**src/design/ieu_pkg.sv**
```systemverilog
// package of constants, types and register map for the interrupt and exception unit
package ieu_pkg;

  // apb register map, byte addresses
  localparam int          ADDR_W        = 12;
  localparam logic [7:0]  CFG7_IDX      = 8'hEB;
  localparam logic [11:0] OFS_CFG7      = 12'({CFG7_IDX, 2'b00});
  localparam logic [11:0] OFS_VTB_BASE  = 12'h000;
  localparam logic [11:0] OFS_VTB_LIMIT = 12'h004;
  localparam logic [11:0] OFS_STATUS    = 12'h008;

  // values after reset
  localparam logic [31:0] RST_VTB_BASE  = 32'h0000_0000;
  localparam logic [15:0] RST_VTB_LIMIT = 16'h03FF;
  localparam logic [7:0]  RST_CFG7      = 8'h00;

  // bit positions
  localparam int CFG7_NMI_BIT = 2;
  localparam int FLAG_TF_BIT  = 8;
  localparam int FLAG_IF_BIT  = 9;

  // fixed vectors
  localparam logic [7:0] VEC_DIVIDE   = 8'h00;
  localparam logic [7:0] VEC_DEBUG    = 8'h01;
  localparam logic [7:0] VEC_NMI      = 8'h02;
  localparam logic [7:0] VEC_BREAK    = 8'h03;
  localparam logic [7:0] VEC_OVERFLOW = 8'h04;
  localparam logic [7:0] VEC_BOUND    = 8'h05;
  localparam logic [7:0] VEC_INVOP    = 8'h06;
  localparam logic [7:0] VEC_NODEV    = 8'h07;
  localparam logic [7:0] VEC_DOUBLE   = 8'h08;
  localparam logic [7:0] VEC_BADTASK  = 8'h0A;
  localparam logic [7:0] VEC_ABSENT   = 8'h0B;
  localparam logic [7:0] VEC_STACK    = 8'h0C;
  localparam logic [7:0] VEC_PROT     = 8'h0D;
  localparam logic [7:0] VEC_PAGE     = 8'h0E;
  localparam logic [7:0] VEC_FPU      = 8'h10;
  localparam logic [7:0] VEC_ALIGN    = 8'h11;
  localparam logic [7:0] VEC_USER_MIN = 8'h20;

  // table entry sizes as shifts: 4 bytes real mode, 8 bytes protected
  localparam int REAL_ENTRY_SHIFT = 2;
  localparam int PROT_ENTRY_SHIFT = 3;

  typedef enum logic [1:0] {
    GATE_NONE = 2'b00,
    GATE_TASK = 2'b01,
    GATE_MASKABLE_IRQ_REQ = 2'b10,
    GATE_TRAP = 2'b11
  } ieu_gate_e;

  typedef enum logic [1:0] {
    K_TRAP  = 2'b00,
    K_FAULT = 2'b01,
    K_ABORT = 2'b10,
    K_HWINT = 2'b11
  } ieu_kind_e;

  typedef enum logic [2:0] {
    SRC_DBG  = 3'd0,
    SRC_NMI  = 3'd1,
    SRC_MASKABLE_IRQ_REQ = 3'd2,
    SRC_EXC  = 3'd3,
    SRC_SOFT = 3'd4
  } ieu_src_e;

  // gray coded along idle -> ack and idle -> halt
  typedef enum logic [1:0] {
    ST_IDLE = 2'b00,
    ST_ACK  = 2'b01,
    ST_HALT = 2'b10
  } ieu_state_e;

  typedef struct packed {
    logic [7:0] vector;
    ieu_kind_e  kind;
    ieu_src_e   src;
    logic       push_err;
    logic       restart;
  } ieu_svc_s;

  typedef struct packed {
    logic [17:0] pad;
    ieu_state_e  state;
    logic        smi_pend;
    logic        nmi_pend;
    logic        nmi_block;
    logic        halted;
    logic [7:0]  vector;
  } ieu_status_s;

endpackage

```
**src/design/ieu_core.sv**
```systemverilog
// interrupt and exception unit: arbitration, nmi latching, acknowledge cycle, apb registers
//
// Overview of operation
// - nmi always uses vector 2 and runs no acknowledge cycle
// - nmi is serviced before a maskable interrupt pending at the same boundary
// - nmi blocked until interrupt return; one further edge latched and serviced later
// - unmasked maskable interrupt still serviced while nmi handler runs
// - halt inside nmi handler woken only by reset, maskable or management interrupt
// - writing one to bit 2 of config register seven raises a software nmi
// - maskable request honoured only while interrupt enable flag bit 9 is set
// - maskable interrupts taken between instructions or in string move gaps
// - maskable interrupt runs an acknowledge cycle reading an 8-bit vector
// - management interrupt outranks all others and bypasses the descriptor table
// - traps reported after the causing instruction completes
// - numbered software interrupt enters its handler whatever the enable flag holds
// - single step flag bit 8 raises debug vector 1 after every instruction
// - faults reported before completion, saved pointer addresses the faulting instruction
// - data breakpoints and single step are traps, other debug causes faults
// - double fault on vector 8 is the only abort
// - servicing pushes pointer and flags, error code for some protected exceptions
// - vectors below 32 are fixed assignments, some reserved
// - illegal opcodes raise invalid opcode vector 6
// - entry located by vector: 4 bytes real mode, 8 bytes protected
// - table base register resets to base zero, limit 3FF
// - interrupt gate clears enable flag; in protected mode trap gate keeps it, task gate switches; real mode always clears it
// - priority: management, debug traps, breakpoints, nmi, maskable, then faults
`timescale 1ns/1ps
module ieu_core
  import ieu_pkg::*;
(
  // clock and reset
  input  wire logic                 pclk,
  input  wire logic                 presetn,
  // apb slave
  input  wire logic                 psel,
  input  wire logic                 penable,
  input  wire logic                 pwrite,
  input  wire logic [ieu_pkg::ADDR_W-1:0] paddr,
  input  wire logic [31:0]          pwdata,
  output logic      [31:0]          prdata,
  output logic                      pready,
  output logic                      pslverr,
  // core state
  input  wire logic [31:0]          cpu_flags_reg,
  input  wire logic                 prot_mode,
  input  wire logic                 instr_done,
  input  wire logic                 string_gap,
  input  wire logic                 halt_exec,
  input  wire logic                 irq_return_instr_exec,
  // event sources
  input  wire logic                 mgmt_irq_n,
  input  wire logic                 maskable_irq_req,
  input  wire logic                 data_bp_hit,
  input  wire logic                 instr_bp_hit,
  input  wire logic                 illegal_op,
  input  wire logic                 exc_valid,
  input  wire logic [7:0]           exc_vector,
  input  wire logic                 soft_int_valid,
  input  wire logic [7:0]           soft_int_vector,
  // acknowledge cycle to the external controller
  output logic                      inta_req,
  input  wire logic                 inta_done,
  input  wire logic [7:0]           inta_vector,
  // service outputs
  output logic                      svc_valid,
  output ieu_pkg::ieu_svc_s         svc,
  output logic      [31:0]          desc_addr,
  output logic                      mgmt_entry,
  output logic                      halted,
  // gate handling after the descriptor is read
  input  wire logic                 gate_valid,
  input  wire ieu_pkg::ieu_gate_e   gate_type,
  output logic                      if_clear,
  output logic                      task_switch
);
  import ieu_pkg::*;

  ieu_state_e  state_r, state_nxt;
  ieu_svc_s    svc_r, svc_nxt;
  logic        svc_valid_r, svc_valid_nxt;
  logic [31:0] desc_r, desc_nxt;
  logic        mgmt_r, mgmt_nxt;
  logic        inta_req_r, inta_req_nxt;
  logic        nmi_pend_r, nmi_pend_nxt;
  logic        nmi_block_r, nmi_block_nxt;
  logic        smi_pend_r, smi_pend_nxt;
  logic        smi_prev_r, smi_prev_nxt;
  logic        if_clear_r, if_clear_nxt;
  logic        task_sw_r, task_sw_nxt;
  logic [31:0] vtb_base_r, vtb_base_nxt;
  logic [15:0] vtb_limit_r, vtb_limit_nxt;
  logic [7:0]  cfg7_r, cfg7_nxt;
  logic [31:0] prdata_r, prdata_nxt;
  logic        pready_r, pready_nxt;
  logic        pslverr_r, pslverr_nxt;
  logic        apb_setup, apb_wr, nmi_set, smi_take, nmi_take;
  logic        accept_pt, maskable_irq_req_ok, nmi_ok, dbg_trap;
  ieu_status_s status;

  // class of an exception vector raised by the core
  function automatic ieu_kind_e kind_of(input logic [7:0] v);
    if (v == VEC_BREAK || v == VEC_OVERFLOW) begin
      kind_of = K_TRAP;
    end else if (v == VEC_DOUBLE) begin
      kind_of = K_ABORT;
    end else begin
      kind_of = K_FAULT;
    end
  endfunction

  // build a service record
  function automatic ieu_svc_s mk_svc(input logic [7:0] v, input ieu_kind_e k,
                                      input ieu_src_e s, input logic pm);
    ieu_svc_s r;
    r.vector   = v;
    r.kind     = k;
    r.src      = s;
    r.push_err = pm && (s == SRC_EXC) &&
                 (v == VEC_DOUBLE || v == VEC_BADTASK || v == VEC_ABSENT ||
                  v == VEC_STACK || v == VEC_PROT || v == VEC_PAGE || v == VEC_ALIGN);
    r.restart  = (k == K_FAULT);
    mk_svc = r;
  endfunction

  // table entry address for a vector
  function automatic logic [31:0] desc_of(input logic [31:0] base, input logic [7:0] v,
                                          input logic pm);
    desc_of = pm ? base + (32'(v) << PROT_ENTRY_SHIFT) : base + (32'(v) << REAL_ENTRY_SHIFT);
  endfunction

  // qualifiers for arbitration
  always_comb begin
    accept_pt = instr_done | string_gap | (state_r == ST_HALT);
    maskable_irq_req_ok   = maskable_irq_req & cpu_flags_reg[FLAG_IF_BIT];
    nmi_ok    = nmi_pend_r & ~nmi_block_r;
    dbg_trap  = instr_done & (cpu_flags_reg[FLAG_TF_BIT] | data_bp_hit);
  end

  // arbitration and acknowledge sequencing
  always_comb begin
    state_nxt     = state_r;
    svc_nxt       = svc_r;
    svc_valid_nxt = 1'b0;
    desc_nxt      = desc_r;
    mgmt_nxt      = 1'b0;
    inta_req_nxt  = inta_req_r;
    smi_take      = 1'b0;
    nmi_take      = 1'b0;
    if (state_r == ST_ACK) begin
      if (inta_done) begin
        // vector read by the acknowledge cycle
        svc_nxt       = mk_svc(inta_vector, K_HWINT, SRC_MASKABLE_IRQ_REQ, prot_mode);
        svc_valid_nxt = 1'b1;
        desc_nxt      = desc_of(vtb_base_r, inta_vector, prot_mode);
        inta_req_nxt  = 1'b0;
        state_nxt     = ST_IDLE;
      end
    end else if (smi_pend_r) begin
      mgmt_nxt  = 1'b1;
      smi_take  = 1'b1;
      state_nxt = ST_IDLE;
    end else if (dbg_trap) begin
      svc_nxt       = mk_svc(VEC_DEBUG, K_TRAP, SRC_DBG, prot_mode);
      svc_valid_nxt = 1'b1;
      desc_nxt      = desc_of(vtb_base_r, VEC_DEBUG, prot_mode);
    end else if ((instr_done | string_gap) && instr_bp_hit) begin
      // execution breakpoint faults
      // only at a real boundary, so a held breakpoint never wakes a halt
      svc_nxt       = mk_svc(VEC_DEBUG, K_FAULT, SRC_DBG, prot_mode);
      svc_valid_nxt = 1'b1;
      desc_nxt      = desc_of(vtb_base_r, VEC_DEBUG, prot_mode);
    end else if (accept_pt && nmi_ok) begin
      svc_nxt       = mk_svc(VEC_NMI, K_HWINT, SRC_NMI, prot_mode);
      svc_valid_nxt = 1'b1;
      desc_nxt      = desc_of(vtb_base_r, VEC_NMI, prot_mode);
      nmi_take      = 1'b1;
      state_nxt     = ST_IDLE;
    end else if (accept_pt && maskable_irq_req_ok) begin
      // maskable served even in nmi handler
      inta_req_nxt = 1'b1;
      state_nxt    = ST_ACK;
    end else if (state_r == ST_HALT) begin
      state_nxt = ST_HALT;
    end else if (illegal_op) begin
      svc_nxt       = mk_svc(VEC_INVOP, K_FAULT, SRC_EXC, prot_mode);
      svc_valid_nxt = 1'b1;
      desc_nxt      = desc_of(vtb_base_r, VEC_INVOP, prot_mode);
    end else if (exc_valid) begin
      svc_nxt       = mk_svc(exc_vector, kind_of(exc_vector), SRC_EXC, prot_mode);
      svc_valid_nxt = 1'b1;
      desc_nxt      = desc_of(vtb_base_r, exc_vector, prot_mode);
    end else if (instr_done && soft_int_valid) begin
      svc_nxt       = mk_svc(soft_int_vector, K_TRAP, SRC_SOFT, prot_mode);
      svc_valid_nxt = 1'b1;
      desc_nxt      = desc_of(vtb_base_r, soft_int_vector, prot_mode);
    end else if (halt_exec) begin
      state_nxt = ST_HALT;
    end
  end

  // nmi and management latches
  always_comb begin
    apb_setup     = psel & ~penable;
    apb_wr        = psel & penable & pready_r & pwrite;
    nmi_set       = apb_wr && (paddr == OFS_CFG7) && pwdata[CFG7_NMI_BIT];
    nmi_pend_nxt  = nmi_set | (nmi_pend_r & ~nmi_take);
    nmi_block_nxt = nmi_take | (nmi_block_r & ~irq_return_instr_exec);
    smi_prev_nxt  = mgmt_irq_n;
    smi_pend_nxt  = (smi_prev_r & ~mgmt_irq_n) | (smi_pend_r & ~smi_take);
    if_clear_nxt  = gate_valid & ((gate_type == GATE_MASKABLE_IRQ_REQ) | ~prot_mode);
    task_sw_nxt   = gate_valid & prot_mode & (gate_type == GATE_TASK);
  end

  // apb register file: answer in the first access cycle
  always_comb begin
    status           = '0;
    status.state     = state_r;
    status.smi_pend  = smi_pend_r;
    status.nmi_pend  = nmi_pend_r;
    status.nmi_block = nmi_block_r;
    status.halted    = (state_r == ST_HALT);
    status.vector    = svc_r.vector;
    vtb_base_nxt     = vtb_base_r;
    vtb_limit_nxt    = vtb_limit_r;
    cfg7_nxt         = cfg7_r;
    pready_nxt       = apb_setup;
    prdata_nxt       = prdata_r;
    pslverr_nxt      = 1'b0;
    if (apb_setup) begin
      prdata_nxt = 32'h0000_0000;
      case (paddr)
        OFS_VTB_BASE:  prdata_nxt = vtb_base_r;
        OFS_VTB_LIMIT: prdata_nxt = {16'h0000, vtb_limit_r};
        OFS_STATUS:    prdata_nxt = status;
        OFS_CFG7:      prdata_nxt = {24'h00_0000, cfg7_r};
        default:       pslverr_nxt = 1'b1;
      endcase
    end
    if (apb_wr) begin
      case (paddr)
        OFS_VTB_BASE:  vtb_base_nxt  = pwdata;
        OFS_VTB_LIMIT: vtb_limit_nxt = pwdata[15:0];
        OFS_CFG7:      cfg7_nxt      = pwdata[7:0];
        default:       cfg7_nxt      = cfg7_r;
      endcase
    end
  end

  // all state registers
  always_ff @(posedge pclk or negedge presetn) begin
    if (!presetn) begin
      state_r     <= ST_IDLE;
      svc_r       <= '0;
      svc_valid_r <= 1'b0;
      desc_r      <= 32'h0000_0000;
      mgmt_r      <= 1'b0;
      inta_req_r  <= 1'b0;
      nmi_pend_r  <= 1'b0;
      nmi_block_r <= 1'b0;
      smi_pend_r  <= 1'b0;
      smi_prev_r  <= 1'b1;
      if_clear_r  <= 1'b0;
      task_sw_r   <= 1'b0;
      vtb_base_r  <= RST_VTB_BASE;
      vtb_limit_r <= RST_VTB_LIMIT;
      cfg7_r      <= RST_CFG7;
      prdata_r    <= 32'h0000_0000;
      pready_r    <= 1'b0;
      pslverr_r   <= 1'b0;
    end else begin
      state_r     <= state_nxt;
      svc_r       <= svc_nxt;
      svc_valid_r <= svc_valid_nxt;
      desc_r      <= desc_nxt;
      mgmt_r      <= mgmt_nxt;
      inta_req_r  <= inta_req_nxt;
      nmi_pend_r  <= nmi_pend_nxt;
      nmi_block_r <= nmi_block_nxt;
      smi_pend_r  <= smi_pend_nxt;
      smi_prev_r  <= smi_prev_nxt;
      if_clear_r  <= if_clear_nxt;
      task_sw_r   <= task_sw_nxt;
      vtb_base_r  <= vtb_base_nxt;
      vtb_limit_r <= vtb_limit_nxt;
      cfg7_r      <= cfg7_nxt;
      prdata_r    <= prdata_nxt;
      pready_r    <= pready_nxt;
      pslverr_r   <= pslverr_nxt;
    end
  end

  // outputs straight from flops
  assign prdata      = prdata_r;
  assign pready      = pready_r;
  assign pslverr     = pslverr_r;
  assign inta_req    = inta_req_r;
  assign svc_valid   = svc_valid_r;
  assign svc         = svc_r;
  assign desc_addr   = desc_r;
  assign mgmt_entry  = mgmt_r;
  assign halted      = state_r[1]; // only the halt code has this state bit set
  assign if_clear    = if_clear_r;
  assign task_switch = task_sw_r;
endmodule

```
**config.mk**
```make
export PLATFORM = sky130hd
export DESIGN_NAME = ieu_core
export DESIGN_NICKNAME = d
export VERILOG_FILES = /design/src/design/ieu_pkg.sv /design/src/design/ieu_core.sv
export SDC_FILE = /design/constraint.sdc
export NUM_CORES = 1
export LEC_CHECK = 0
export ABC_AREA = 0
export BUFFER_PORTS_ARGS = -buffer_cell sky130_fd_sc_hd__buf_2
export CORE_MARGIN = 3
export CORE_UTILIZATION = 60
export DETAILED_ROUTE_END_ITERATION = 10
export GPL_ROUTABILITY_DRIVEN = 1
export PLACE_DENSITY = 0.83
export SETUP_SLACK_MARGIN = 0.05
export SYNTH_ARGS = -nofsm -noshare
export SYNTH_HDL_FRONTEND = slang
export SYNTH_SLANG_ARGS = --single-unit
```
**constraint.sdc**
```tcl
create_clock -name pclk -period 6.2 [get_ports pclk]
set_clock_uncertainty 0.15 [all_clocks]
set_input_delay 1.55 -clock pclk [delete_from_list [all_inputs] [get_ports pclk]]
set_output_delay 1.55 -clock pclk [all_outputs]
set_load 0.005 [all_outputs]
```
==> metrics.md, run 1 <==
| Metric | Value |
|---|---|
| H-tree levels | 4 |
| Least-Margin Pin Slew | between 1 and 1.5 ns |
| Fin. Hold Viols | 0 |
| Clock Path Buffers | 2 |
| Max Freq | 232 MHz |
| Worst Path Required | between 6 and 7 ns |
| Core area | 0.0191 mm2 |
| Total number of vias | around 12000 |
| CTS clk-pin slew, worst paths | 0.07 ns |
| Routed Antenna Nets | 0 |
| Max_cap viols | 0 |
| Most used DFF post-synth | dfrtp_1 |
| Rel. slew slack | 20.4% |
| Peak VDD IR | approximately 0.19 mV |
| Crit path top cell by count | o211ai_1 |
| Clk_lat worst skew | 0.44 ns |
| Vias in the first global route | between 10000 and 15000 |
| CP arrival | between 4 and 5 ns |
| Total CTS buffers | 17 |
| Cells along the critical path | buf_2 -> ha_1 -> inv_1 -> fa_1 -> nor2b_1 -> o31a_1 -> o211ai_1 -> a211oi_2 -> nor2_1 -> o41ai_2 -> mux2i_1 -> o211ai_1 |
| I/O pin total | 208 |
| Max-slew violations | 0 |
| Yosys warns | 0 |
| Total wire length | 40200 um |
| Area taken by multi-input logic gates | 0.00758 mm2 |
| Asr flop ratio synth | 100% |
| Hold crit path type | reg -> reg |
| Initial core utilization | between 60 and 70% |
| Number of detailed-route iterations in the first pass | 6 |
| Die H | roughly 150 um |
| Final HPWL DP | 29200 um |
| Sequential-to-total area share from yosys stat | 31.4% |
| Port Buffers | 177 |
| Crit path max-delay cell type | a211oi_2 |
| Die Wd | 147 um |
| Worst Setup Path Type | in -> reg |
| Total chip power | 3.03 mW |
| Crit-path max cell delay | about 0.67 ns |
| FILL cells | 1523 |
| Syn-to-layout area delta | 12.9% |
| Power Density | roughly 230 mW/mm2 |
| Largest cells by area after synthesis | dfrtp_1 (29%), ha_1 (5.9%), mux2_2 (5.3%) |
| Synthesized area | 0.0119 mm2 |
| Delay-heaviest family, CP | compound AO/OA/AOI/OAI gates |
| Setup ws final | 1.88 ns |
| Final #Nets | 1676 |
| Worst path bufs/invs | 2 |
| Leakage power | 6.04 nW |
| GRT overflow | 0 |
| Syn Nets | approximately 1600 |
| TritonCTS clock tree | built |
| Post-Syn Instances | 1368 |
| Final std cells w/o fill | 1766 |
| DIE AREA | roughly 0.021 mm2 |
| Routed vias/inst | a little under 7 |
| Synth Register Bits | around 150 |
| Pre-CTS setup slack | 1.48 ns |
| Setup bufs post-CTS | 0 |
| DRC errors left | 0 |
| Syn avg cell area | 8.66 um2 |
| Unrepaired setup endpoints after global routing | false |
| Dpl cells | 1734 |
| # diodes | 0 |
| Initial antenna violation count | 0 |
| Routed len/inst | around 23 um |
| Setup crit end kind | flip-flop |
| Worst Setup Start Kind | primary input |
| Outcome | completed |
| Reg2Reg Setup Slack | roughly 2.1 ns |
| Synth cell count leaders | nand2_1 (147), dfrtp_1 (137), nor2_1 (102), o21ai_0 (100), nand3_1 (61) |
| Reg area | 0.00372 mm2 |
| Synth area leader | dfrtp_1 |
| Share of cells above drive strength 1 | 23.5% |
| Crit path max fanout | 6 |
| Total GRT Usage | between 30% and 40% |
| Final setup viols | 0 |
| Yosys top cell area share | just under 30% |
| FP Rows | 50 |
| DR iter-0 viols | around 1300 |
| Fin crit period | 4.32 ns |
| CTS Hold Buffers Added | 0 |
| Top-count cell post-synth | nand2_1 |
| Final TNS setup | 0 ns |
| First-pass GRT wire length | about 63000 um |
| Post-CTS sizing | 0 |
| Period utilization | between 60% and 70% |
| Unique masters post-synth | a little under 100 |
| CTS Root Cell | clkbuf_16 |
| Clk sink count | around 150 |
| Largest net degree at the start of global routing | 107 |
| Gpl congestion | 0.977 |
| EDFF count, synth | 0 |
-- worst min-delay path, delay by kind of cell, from the launching register on --
| kind | cells | cell delay, ns |
|---|---|---|
| flip-flops | 1 | 0.34 |
| AND/OR/NAND/NOR | 2 | 0.10 |
-- power by group --
part	switching, mW	internal, mW	leakage, nW	total (mW)
Sequential	0.0868	1.08	1.92	1.16
Clock	0.490	0.572	0.285	1.06
Combinational	0.504	0.304	3.84	0.808
Total	1.08	1.95	6.04	3.03
-- final cells by class --
class,count,area share (%)
Multi-Input combinational cell,1097,56.6
Sequential cell,148,27.8
Timing Repair Buffer,199,7.90
Clock buffer,17,3.18
Tap cell,260,2.43
Clock inverter,15,1.21
Inverter,30,0.842
-- flip-flops by register name (all words and copies together) (netlist names), 2 cells and up --
signal	flops
desc_addr	32
svc	15
state_r	2
vtb_base_r	32
prdata	32
vtb_limit_r	16
cfg7_r	8
-- cells by family (layout without fill, tap and decap cells) --
group | count (synthesis) | after routing | share of synthesized area [%]
compound gates | 414 | 414 | 24.5
mux | 80 | 80 | 7.68
buf+inv | 123 | 261 | 4.76
simple gates | 481 | 481 | 20.4
xor+xnor | 60 | 60 | 4.43
flops | 148 | 148 | 31.4
fa+ha+maj | 62 | 62 | 6.92
-- worst paths after layout --
path	startpoint	to	depth (start not counted)
worst min register to register	prdata[28]	prdata[28]	2
worst min-delay path	prdata[28]	prdata[28]	2
max in group asynchronous	presetn	vtb_base_r[3]	2
min in group asynchronous	presetn	cfg7_r[0]	1
worst max register to register	vtb_base_r[4]	desc_addr[21]	10
worst max-delay path	exc_vector[0]	desc_addr[21]	12
-- cell usage in the layout (no fill, tap or decap), drive strengths merged, types with 17 or more instances in the layout --
cell type / count
a21oi: 60
inv: 40
xnor2: 35
xor2: 25
dfrtp: 137
ha: 56
a21o: 20
o21ai: 113
a31oi: 25
mux2i: 19
nand3: 63
buf: 199
nand4: 25
and3: 19
mux2: 58
nor2: 104
clkbuf: 17
nor3: 37
a211oi: 32
o211ai: 18
nand2: 148
-- through the flow --
stage                     hold slack, ns  cell area [um2]  util, %
final                              0.313            13400     70.1
after CTS                          0.316            13400     70.1
after global placement             0.296            12800     67.0
after detailed placement           0.301            12800     67.0
after floorplan                    0.308            11900        -
after global routing               0.338            13400     70.1
-- layer usage --
layer  vias to the layer above  global-route usage (%)  wire length [um]
met4                         0                    12.4              1270
met2                       790                    57.1             18000
met1                      5672                    50.6             16000
met5                         -                       0                 0
li1                       5368                       -                 -
met3                       126                    8.47              4870
Power figures use the tool's default switching activity.
==> inputs of run 2 (changes only) <==
--- a/config.mk
+++ b/config.mk
@@ -5,13 +5,13 @@
 export SDC_FILE = /design/constraint.sdc
 export NUM_CORES = 1
 export LEC_CHECK = 0
-export ABC_AREA = 0
+export ABC_AREA = 1
 export BUFFER_PORTS_ARGS = -buffer_cell sky130_fd_sc_hd__buf_2
 export CORE_MARGIN = 3
-export CORE_UTILIZATION = 60
+export CORE_UTILIZATION = 53
 export DETAILED_ROUTE_END_ITERATION = 10
 export GPL_ROUTABILITY_DRIVEN = 1
-export PLACE_DENSITY = 0.83
+export PLACE_DENSITY = 0.76
 export SETUP_SLACK_MARGIN = 0.05
 export SYNTH_ARGS = -nofsm -noshare
 export SYNTH_HDL_FRONTEND = slang
==> constraint.sdc (replaced) <==
create_clock -name pclk -period 3.9 [get_ports pclk]
set_clock_uncertainty 0.15 [all_clocks]
set_input_delay 0.975 -clock pclk [delete_from_list [all_inputs] [get_ports pclk]]
set_output_delay 0.975 -clock pclk [all_outputs]
set_load 0.005 [all_outputs]
==> run 2 against run 1 <==
  * Die area rose by 27%
  * Global-route usage rose by 1.6 points
  * Worst setup slack got worse by 1.4 ns
  * Sequential power rose by 65%
  * Largest cell class unchanged
  * Clock power rose by 60%
  * Via count rose by 31%
  * Routed wire length rose by 31%
  * Critical endpoint is now desc_addr[11]
  * Combinational power rose by 88%
  * First-iteration DRC count rose by 32%
==> metrics.md, run 2 <==
| Metric | Value |
|---|---|
| Total wire length | 52400 um |
| Most used DFF post-synth | dfrtp_1 |
| Setup ws final | 0.436 ns |
| Peak VDD IR | 0.283 mV |
| Initial antenna violation count | 1 |
| Routed Antenna Nets | 0 |
| Sequential-to-total area share from yosys stat | 27.7% |
| Crit path max fanout | 10 |
| Largest net degree at the start of global routing | 61 |
| Share of cells above drive strength 1 | 14.3% |
| Max Freq | 289 MHz |
| Outcome | completed |
| Commonest non-fill, non-tap cell in the layout | nand2_1 |
| CTS Root Cell | clkbuf_16 |
| Vias in the first global route | 14400 |
| Clk_lat worst skew | ~0.44 ns |
| Port Buffers | 177 |
| Most frequent cells in the layout | nand2_1 (627), inv_1 (236), o21ai_0 (178) |
| Final HPWL DP | 39300 um |
| Synth Register Bits | 148 |
| DIE AREA | 0.0272 mm2 |
| Total GRT Usage | between 30% and 40% |
| Synth area leader | dfrtp_1 |
| GRT overflow | 0 |
| Initial core utilization | 54.5% |
| Synthesized area | 0.0134 mm2 |
| FILL cells | 2363 |
| Synth cell count leaders | nand2_1 (628), inv_1 (237), o21ai_0 (178), nor2_1 (165), a21oi_1 (156) |
| FF-to-FF path depth | 16 |
| Yosys warns | 0 |
| Worst Setup Start Kind | flip-flop |
| Max_cap viols | 0 |
| Yosys top cell area share | around a quarter |
| Number of detailed-route iterations in the first pass | 6 |
| Unique masters post-synth | 54 |
| Asr flop ratio synth | between 90% and 100% |
| Top-count cell post-synth | nand2_1 |
| Final TNS setup | 0 ns |
| H-tree levels | 4 |
| Pre-CTS setup slack | 0.237 ns |
| Setup crit end kind | flip-flop |
| I/O pin total | 208 |
| CTS clk-pin slew, worst paths | 0.08 ns |
| Total number of vias | 15600 |
| Die Wd | 165 um |
| Power Density | 334 mW/mm2 |
| Total CTS buffers | 17 |
| Rel. slew slack | 50.6% |
| FP Rows | between 50 and 60 |
| Routed vias/inst | 5.97 |
| Total chip power | 5.14 mW |
| DRC errors left | 0 |
| Worst Setup Path Type | reg -> reg |
| Final #Nets | 2463 |
| Die H | 165 um |
| Fin. Hold Viols | 0 |
| CTS Hold Buffers Added | 0 |
| Max-slew violations | 0 |
| Syn-to-layout area delta | 14.7% |
| Least-Margin Pin Slew | approximately 0.74 ns |
| Clk sink count | 148 |
| TritonCTS clock tree | built |
| Final std cells w/o fill | 2617 |
| # diodes | 0 |
| Core area | 0.0246 mm2 |
| Leakage power | 7.90 nW |
| Period utilization | 88.8% |
| Syn Nets | 2294 |
| DR iter-0 viols | roughly 1800 |
| Clock Path Buffers | 2 |
| First-pass GRT wire length | 80200 um |
| CP arrival | 3.70 ns |
| Routed len/inst | 20.0 um |
| Post-Syn Instances | roughly 2100 |
| Worst Path Required | 4.14 ns |
| Syn avg cell area | 6.35 um2 |
| Dpl cells | 2585 |
| Final core utilization | 62.5% |
| Setup bufs post-CTS | 0 |
| EDFF count, synth | 0 |
| Hold depth | 2 |
| Unrepaired setup endpoints after global routing | false |
| Fin crit period | 3.46 ns |
| Post-CTS sizing | 0 |
| Final setup viols | 0 |
| Hold crit path type | reg -> reg |
| Gpl congestion | around 1.1 |
| Largest cells by area after synthesis | dfrtp_1 (26%), nand2_1 (18%), o21ai_0 (6.6%) |
run 2: cell types whose count changed after synthesis, moves of 16 or more:
cell / previous run / this run
a211oi_1: 26 / 1
a21o_1: 20 / 1
a21oi_1: 56 / 156
and3_1: 18 / 0
inv_1: 27 / 237
mux2_2: 56 / 0
mux2i_1: 19 / 0
nand2_1: 147 / 628
nand3_1: 61 / 152
nor2_1: 102 / 165
nor3_1: 36 / 20
o21ai_0: 100 / 178
xnor2_1: 35 / 5
xor2_1: 25 / 49
run 2: stage by stage:
| step | hold slack, ns | instance area, um2 |
|---|---|---|
| 3_5_place_dp | 0.310 | 14800 |
| 5_1_grt | 0.347 | 15400 |
| 4_1_cts | 0.330 | 15400 |
| 3_3_place_gp | 0.311 | 14800 |
| 6_report | 0.329 | 15400 |
| 2_1_floorplan | 0.303 | 13400 |
run 2: final timing paths:
kind	from	end	slack, ns
worst max-delay path	vtb_base_r[3]	desc_addr[11]	0.44
worst min-delay path	prdata[30]	prdata[30]	0.33
worst max register to register	vtb_base_r[3]	desc_addr[11]	0.44
min in group asynchronous	presetn	desc_addr[21]	0.36
worst min register to register	prdata[30]	prdata[30]	0.33
max in group asynchronous	presetn	vtb_limit_r[5]	2.38
run 2: worst max-delay path: stages, from the launching register on:
cell and delay, ns:
dfrtp_1 0.70, ha_1 0.38, inv_1 0.08, fa_1 0.37, inv_1 0.09, nand3_1 0.07
nand2_1 0.10, nand2_1 0.06, nand4_1 0.19, nand2_1 0.17, nand2_1 0.09, nand3_1 0.15
o21ai_0 0.18, o21ai_0 0.12, xor2_1 0.29, nand2_1 0.11, nand2_1 0.08
run 2: report_power, final:
group	internal (mW)	switching, mW	total, mW
sequential	1.76	0.155	1.91
combinational	0.519	1.00	1.52
clock	0.868	0.835	1.70
total	3.15	1.99	5.14
run 2: kinds of logic after synthesis:
group / share of synthesized area, %
buf+inv: 10.1
simple gates: 32.7
xor+xnor: 3.53
compound gates: 19.8
fa+ha+maj: 6.12
flops: 27.7
run 2: area by class of cell:
| type | instances | area [um2] | area share, % |
|---|---|---|---|
| inverters | 251 | 943 | 6.14 |
| clock buffers | 17 | 425 | 2.77 |
| flip-flops and latches | 148 | 3720 | 24.2 |
| clock inverters | 15 | 183 | 1.19 |
| well taps | 324 | 405 | 2.64 |
| multi-input cells | 1623 | 8330 | 54.2 |
| repair buffers | 239 | 1370 | 8.91 |
run 2: layer usage:
layer / vias to the layer above / global-route usage (%) / wire, um
met5: - / 0 / 13
met4: 2 / 17.8 / 2680
met1: 7088 / 50.6 / 20600
met2: 1017 / 60.0 / 23000
li1: 7331 / - / -
met3: 193 / 7.80 / 6120
==> inputs of run 3 (changes only) <==
--- a/config.mk
+++ b/config.mk
@@ -7,6 +7,7 @@
 export LEC_CHECK = 0
 export ABC_AREA = 1
 export BUFFER_PORTS_ARGS = -buffer_cell sky130_fd_sc_hd__buf_2
+export CORE_ASPECT_RATIO = 0.7
 export CORE_MARGIN = 3
 export CORE_UTILIZATION = 53
 export DETAILED_ROUTE_END_ITERATION = 10
==> constraint.sdc (replaced) <==
create_clock -name pclk -period 3.9 [get_ports pclk]
set_clock_uncertainty 0.15 [all_clocks]
set_input_delay 0.78 -clock pclk [delete_from_list [all_inputs] [get_ports pclk]]
set_output_delay 0.78 -clock pclk [all_outputs]
set_load 0.005 [all_outputs]
==> run 3 against run 2 <==
  * Final area is essentially flat
  * Die area grew 0.11%
  * Utilization shrank 0.37 points
  * Worst setup slack lost 0.034 ns
  * Critical path type unchanged
  * Critical endpoint is now desc_addr[28]
  * Largest power group unchanged
==> metrics.md, run 3 (same netlist as run 2, synthesis figures left out) <==
| Metric | Value |
|---|---|
| Largest net degree at the start of global routing | 67 |
| Max Freq | 286 MHz |
| H-tree levels | 4 |
| Max_cap viols | 0 |
| Worst Setup Start Kind | flip-flop |
| DRC errors left | 0 |
| FP Rows | 48 |
| Fin crit period | 3.50 ns |
| Most frequent cells in the layout | nand2_1 (627), inv_1 (236), o21ai_0 (178) |
| Rel. slew slack | a little under two fifths |
| Total CTS buffers | 17 |
| Clk sink count | 148 |
| I/O pin total | roughly 210 |
| Outcome | completed |
| Total number of vias | 15700 |
| Final #Nets | 2458 |
| Number of detailed-route iterations in the first pass | 6 |
| Worst Setup Path Type | reg -> reg |
| Met3 routed WL | around 7100 um |
| Syn-to-layout area delta | 14.7% |
| Power Density | 338 mW/mm2 |
| Unrepaired setup endpoints after global routing | false |
| GRT overflow | 0 |
| Die H | 139 um |
| TritonCTS clock tree | built |
| Hold crit path type | in -> async |
| Least-Margin Pin Slew | 0.926 ns |
| Final setup viols | 0 |
| Clock Path Buffers | 2 |
| Clk_lat worst skew | about 0.46 ns |
| Final HPWL DP | 40300 um |
| Met1 wire length | 22800 um |
| Crit path max fanout | 11 |
| Max-slew violations | 0 |
| Total GRT Usage | a little under 40% |
| First-pass GRT wire length | 82600 um |
| Vias in the first global route | 14200 |
| CTS Root Cell | clkbuf_16 |
| Setup ws final | 0.402 ns |
| Met2 wire length | 22600 um |
| FILL cells | about 2400 |
| Initial antenna violation count | 0 |
| Initial core utilization | 54.2% |
| Post-CTS sizing | 0 |
| Leakage power | just under 8 nW |
| Routed len/inst | about 21 um |
| Core area | 0.0247 mm2 |
| Final TNS setup | 0 ns |
| Routed vias/inst | 6.03 |
| CTS clk-pin slew, worst paths | 0.07 ns |
| CTS Hold Buffers Added | 0 |
| CP arrival | roughly 3.7 ns |
| Commonest non-fill, non-tap cell in the layout | nand2_1 |
| DIE AREA | 0.0273 mm2 |
| Gpl congestion | 1.03 |
| DR iter-0 viols | 2220 |
| Setup crit end kind | flip-flop |
| Peak VDD IR | slightly above 0.3 mV |
| Worst Path Required | 4.13 ns |
| Total wire length | 54000 um |
| DR top layer | met4 |
| Die Wd | just under 200 um |
| Setup bufs post-CTS | 0 |
| Pre-CTS setup slack | around 0.32 ns |
| Share of cells above drive strength 1 | around 14% |
| Period utilization | 89.7% |
| Routed Antenna Nets | 0 |
| Port Buffers | 177 |
| Fin. Hold Viols | 0 |
| # diodes | 0 |
run 3: cell count changes in the layout (fill, tap and decap cells not counted):
| cell | previous run | this run |
|---|---|---|
| bufinv_16 | 0 | 2 |
| clkinv_2 | 1 | 2 |
| clkinv_4 | 1 | 2 |
| buf_12 | 1 | 3 |
| buf_4 | 61 | 54 |
| inv_6 | 4 | 5 |
| clkinv_8 | 6 | 2 |
| inv_8 | 3 | 2 |
run 3: metal layers:
metal,track usage [%],vias to the layer above
met3,10.2,129
met5,0,-
met4,12.3,0
li1,-,7330
met1,57.0,7273
met2,56.2,1016
run 3: power by group:
| group | internal (mW) | switching [mW] | leakage, nW | total [mW] |
|---|---|---|---|---|
| Combinational | 0.507 | 1.03 | 5.76 | 1.54 |
| Clock | 0.971 | 0.773 | 0.299 | 1.74 |
| Sequential | 1.76 | 0.163 | 1.83 | 1.92 |
run 3: stage by stage:
step / hold slack, ns / util (%) / std cells / total power [mW] / area, um2
floorplan: 0.303 / - / 2111 / 2.70 / 13400
global placement: 0.311 / 59.6 / 2581 / 3.41 / 14800
detailed placement: 0.311 / 59.6 / 2581 / 3.42 / 14800
CTS: 0.190 / 62.1 / 2613 / 5.17 / 15400
global route: 0.184 / 62.1 / 2613 / 5.41 / 15400
finish: 0.138 / 62.1 / 2613 / 5.20 / 15400
run 3: area by class of cell:
type	count	area (um2)	area share (%)
inverters	251	943	6.14
multi-input cells	1623	8330	54.2
flip-flops and latches	148	3720	24.2
clock buffers	17	425	2.77
clock inverters	15	189	1.23
repair buffers	234	1360	8.83
well taps	325	407	2.65
run 3: worst max-delay path: stages, from the launching register on:
cell	delay (ns)
dfrtp_1	0.70
ha_1	0.57
nand2_1	0.08
o21ai_0	0.53
o21bai_1	0.32
nand2_1	0.12
nand2_1	0.38
nand2_1	0.12
a21oi_1	0.13
o21ai_0	0.09
nand2_1	0.08
nand2_1	0.05
nand2_1	0.09
run 3: final timing paths:
kind                               startpoint              to  slack (ns)  depth (start not counted)
max in group asynchronous             presetn  vtb_limit_r[1]        2.58                          2
worst max-delay path            vtb_base_r[9]   desc_addr[28]        0.40                         12
worst min-delay path                  presetn   desc_addr[21]        0.14                          1
worst max register to register  vtb_base_r[9]   desc_addr[28]        0.40                         12
min in group pclk                  mgmt_irq_n      smi_prev_r        0.28                          1
worst min register to register     prdata[12]      prdata[12]        0.33                          2
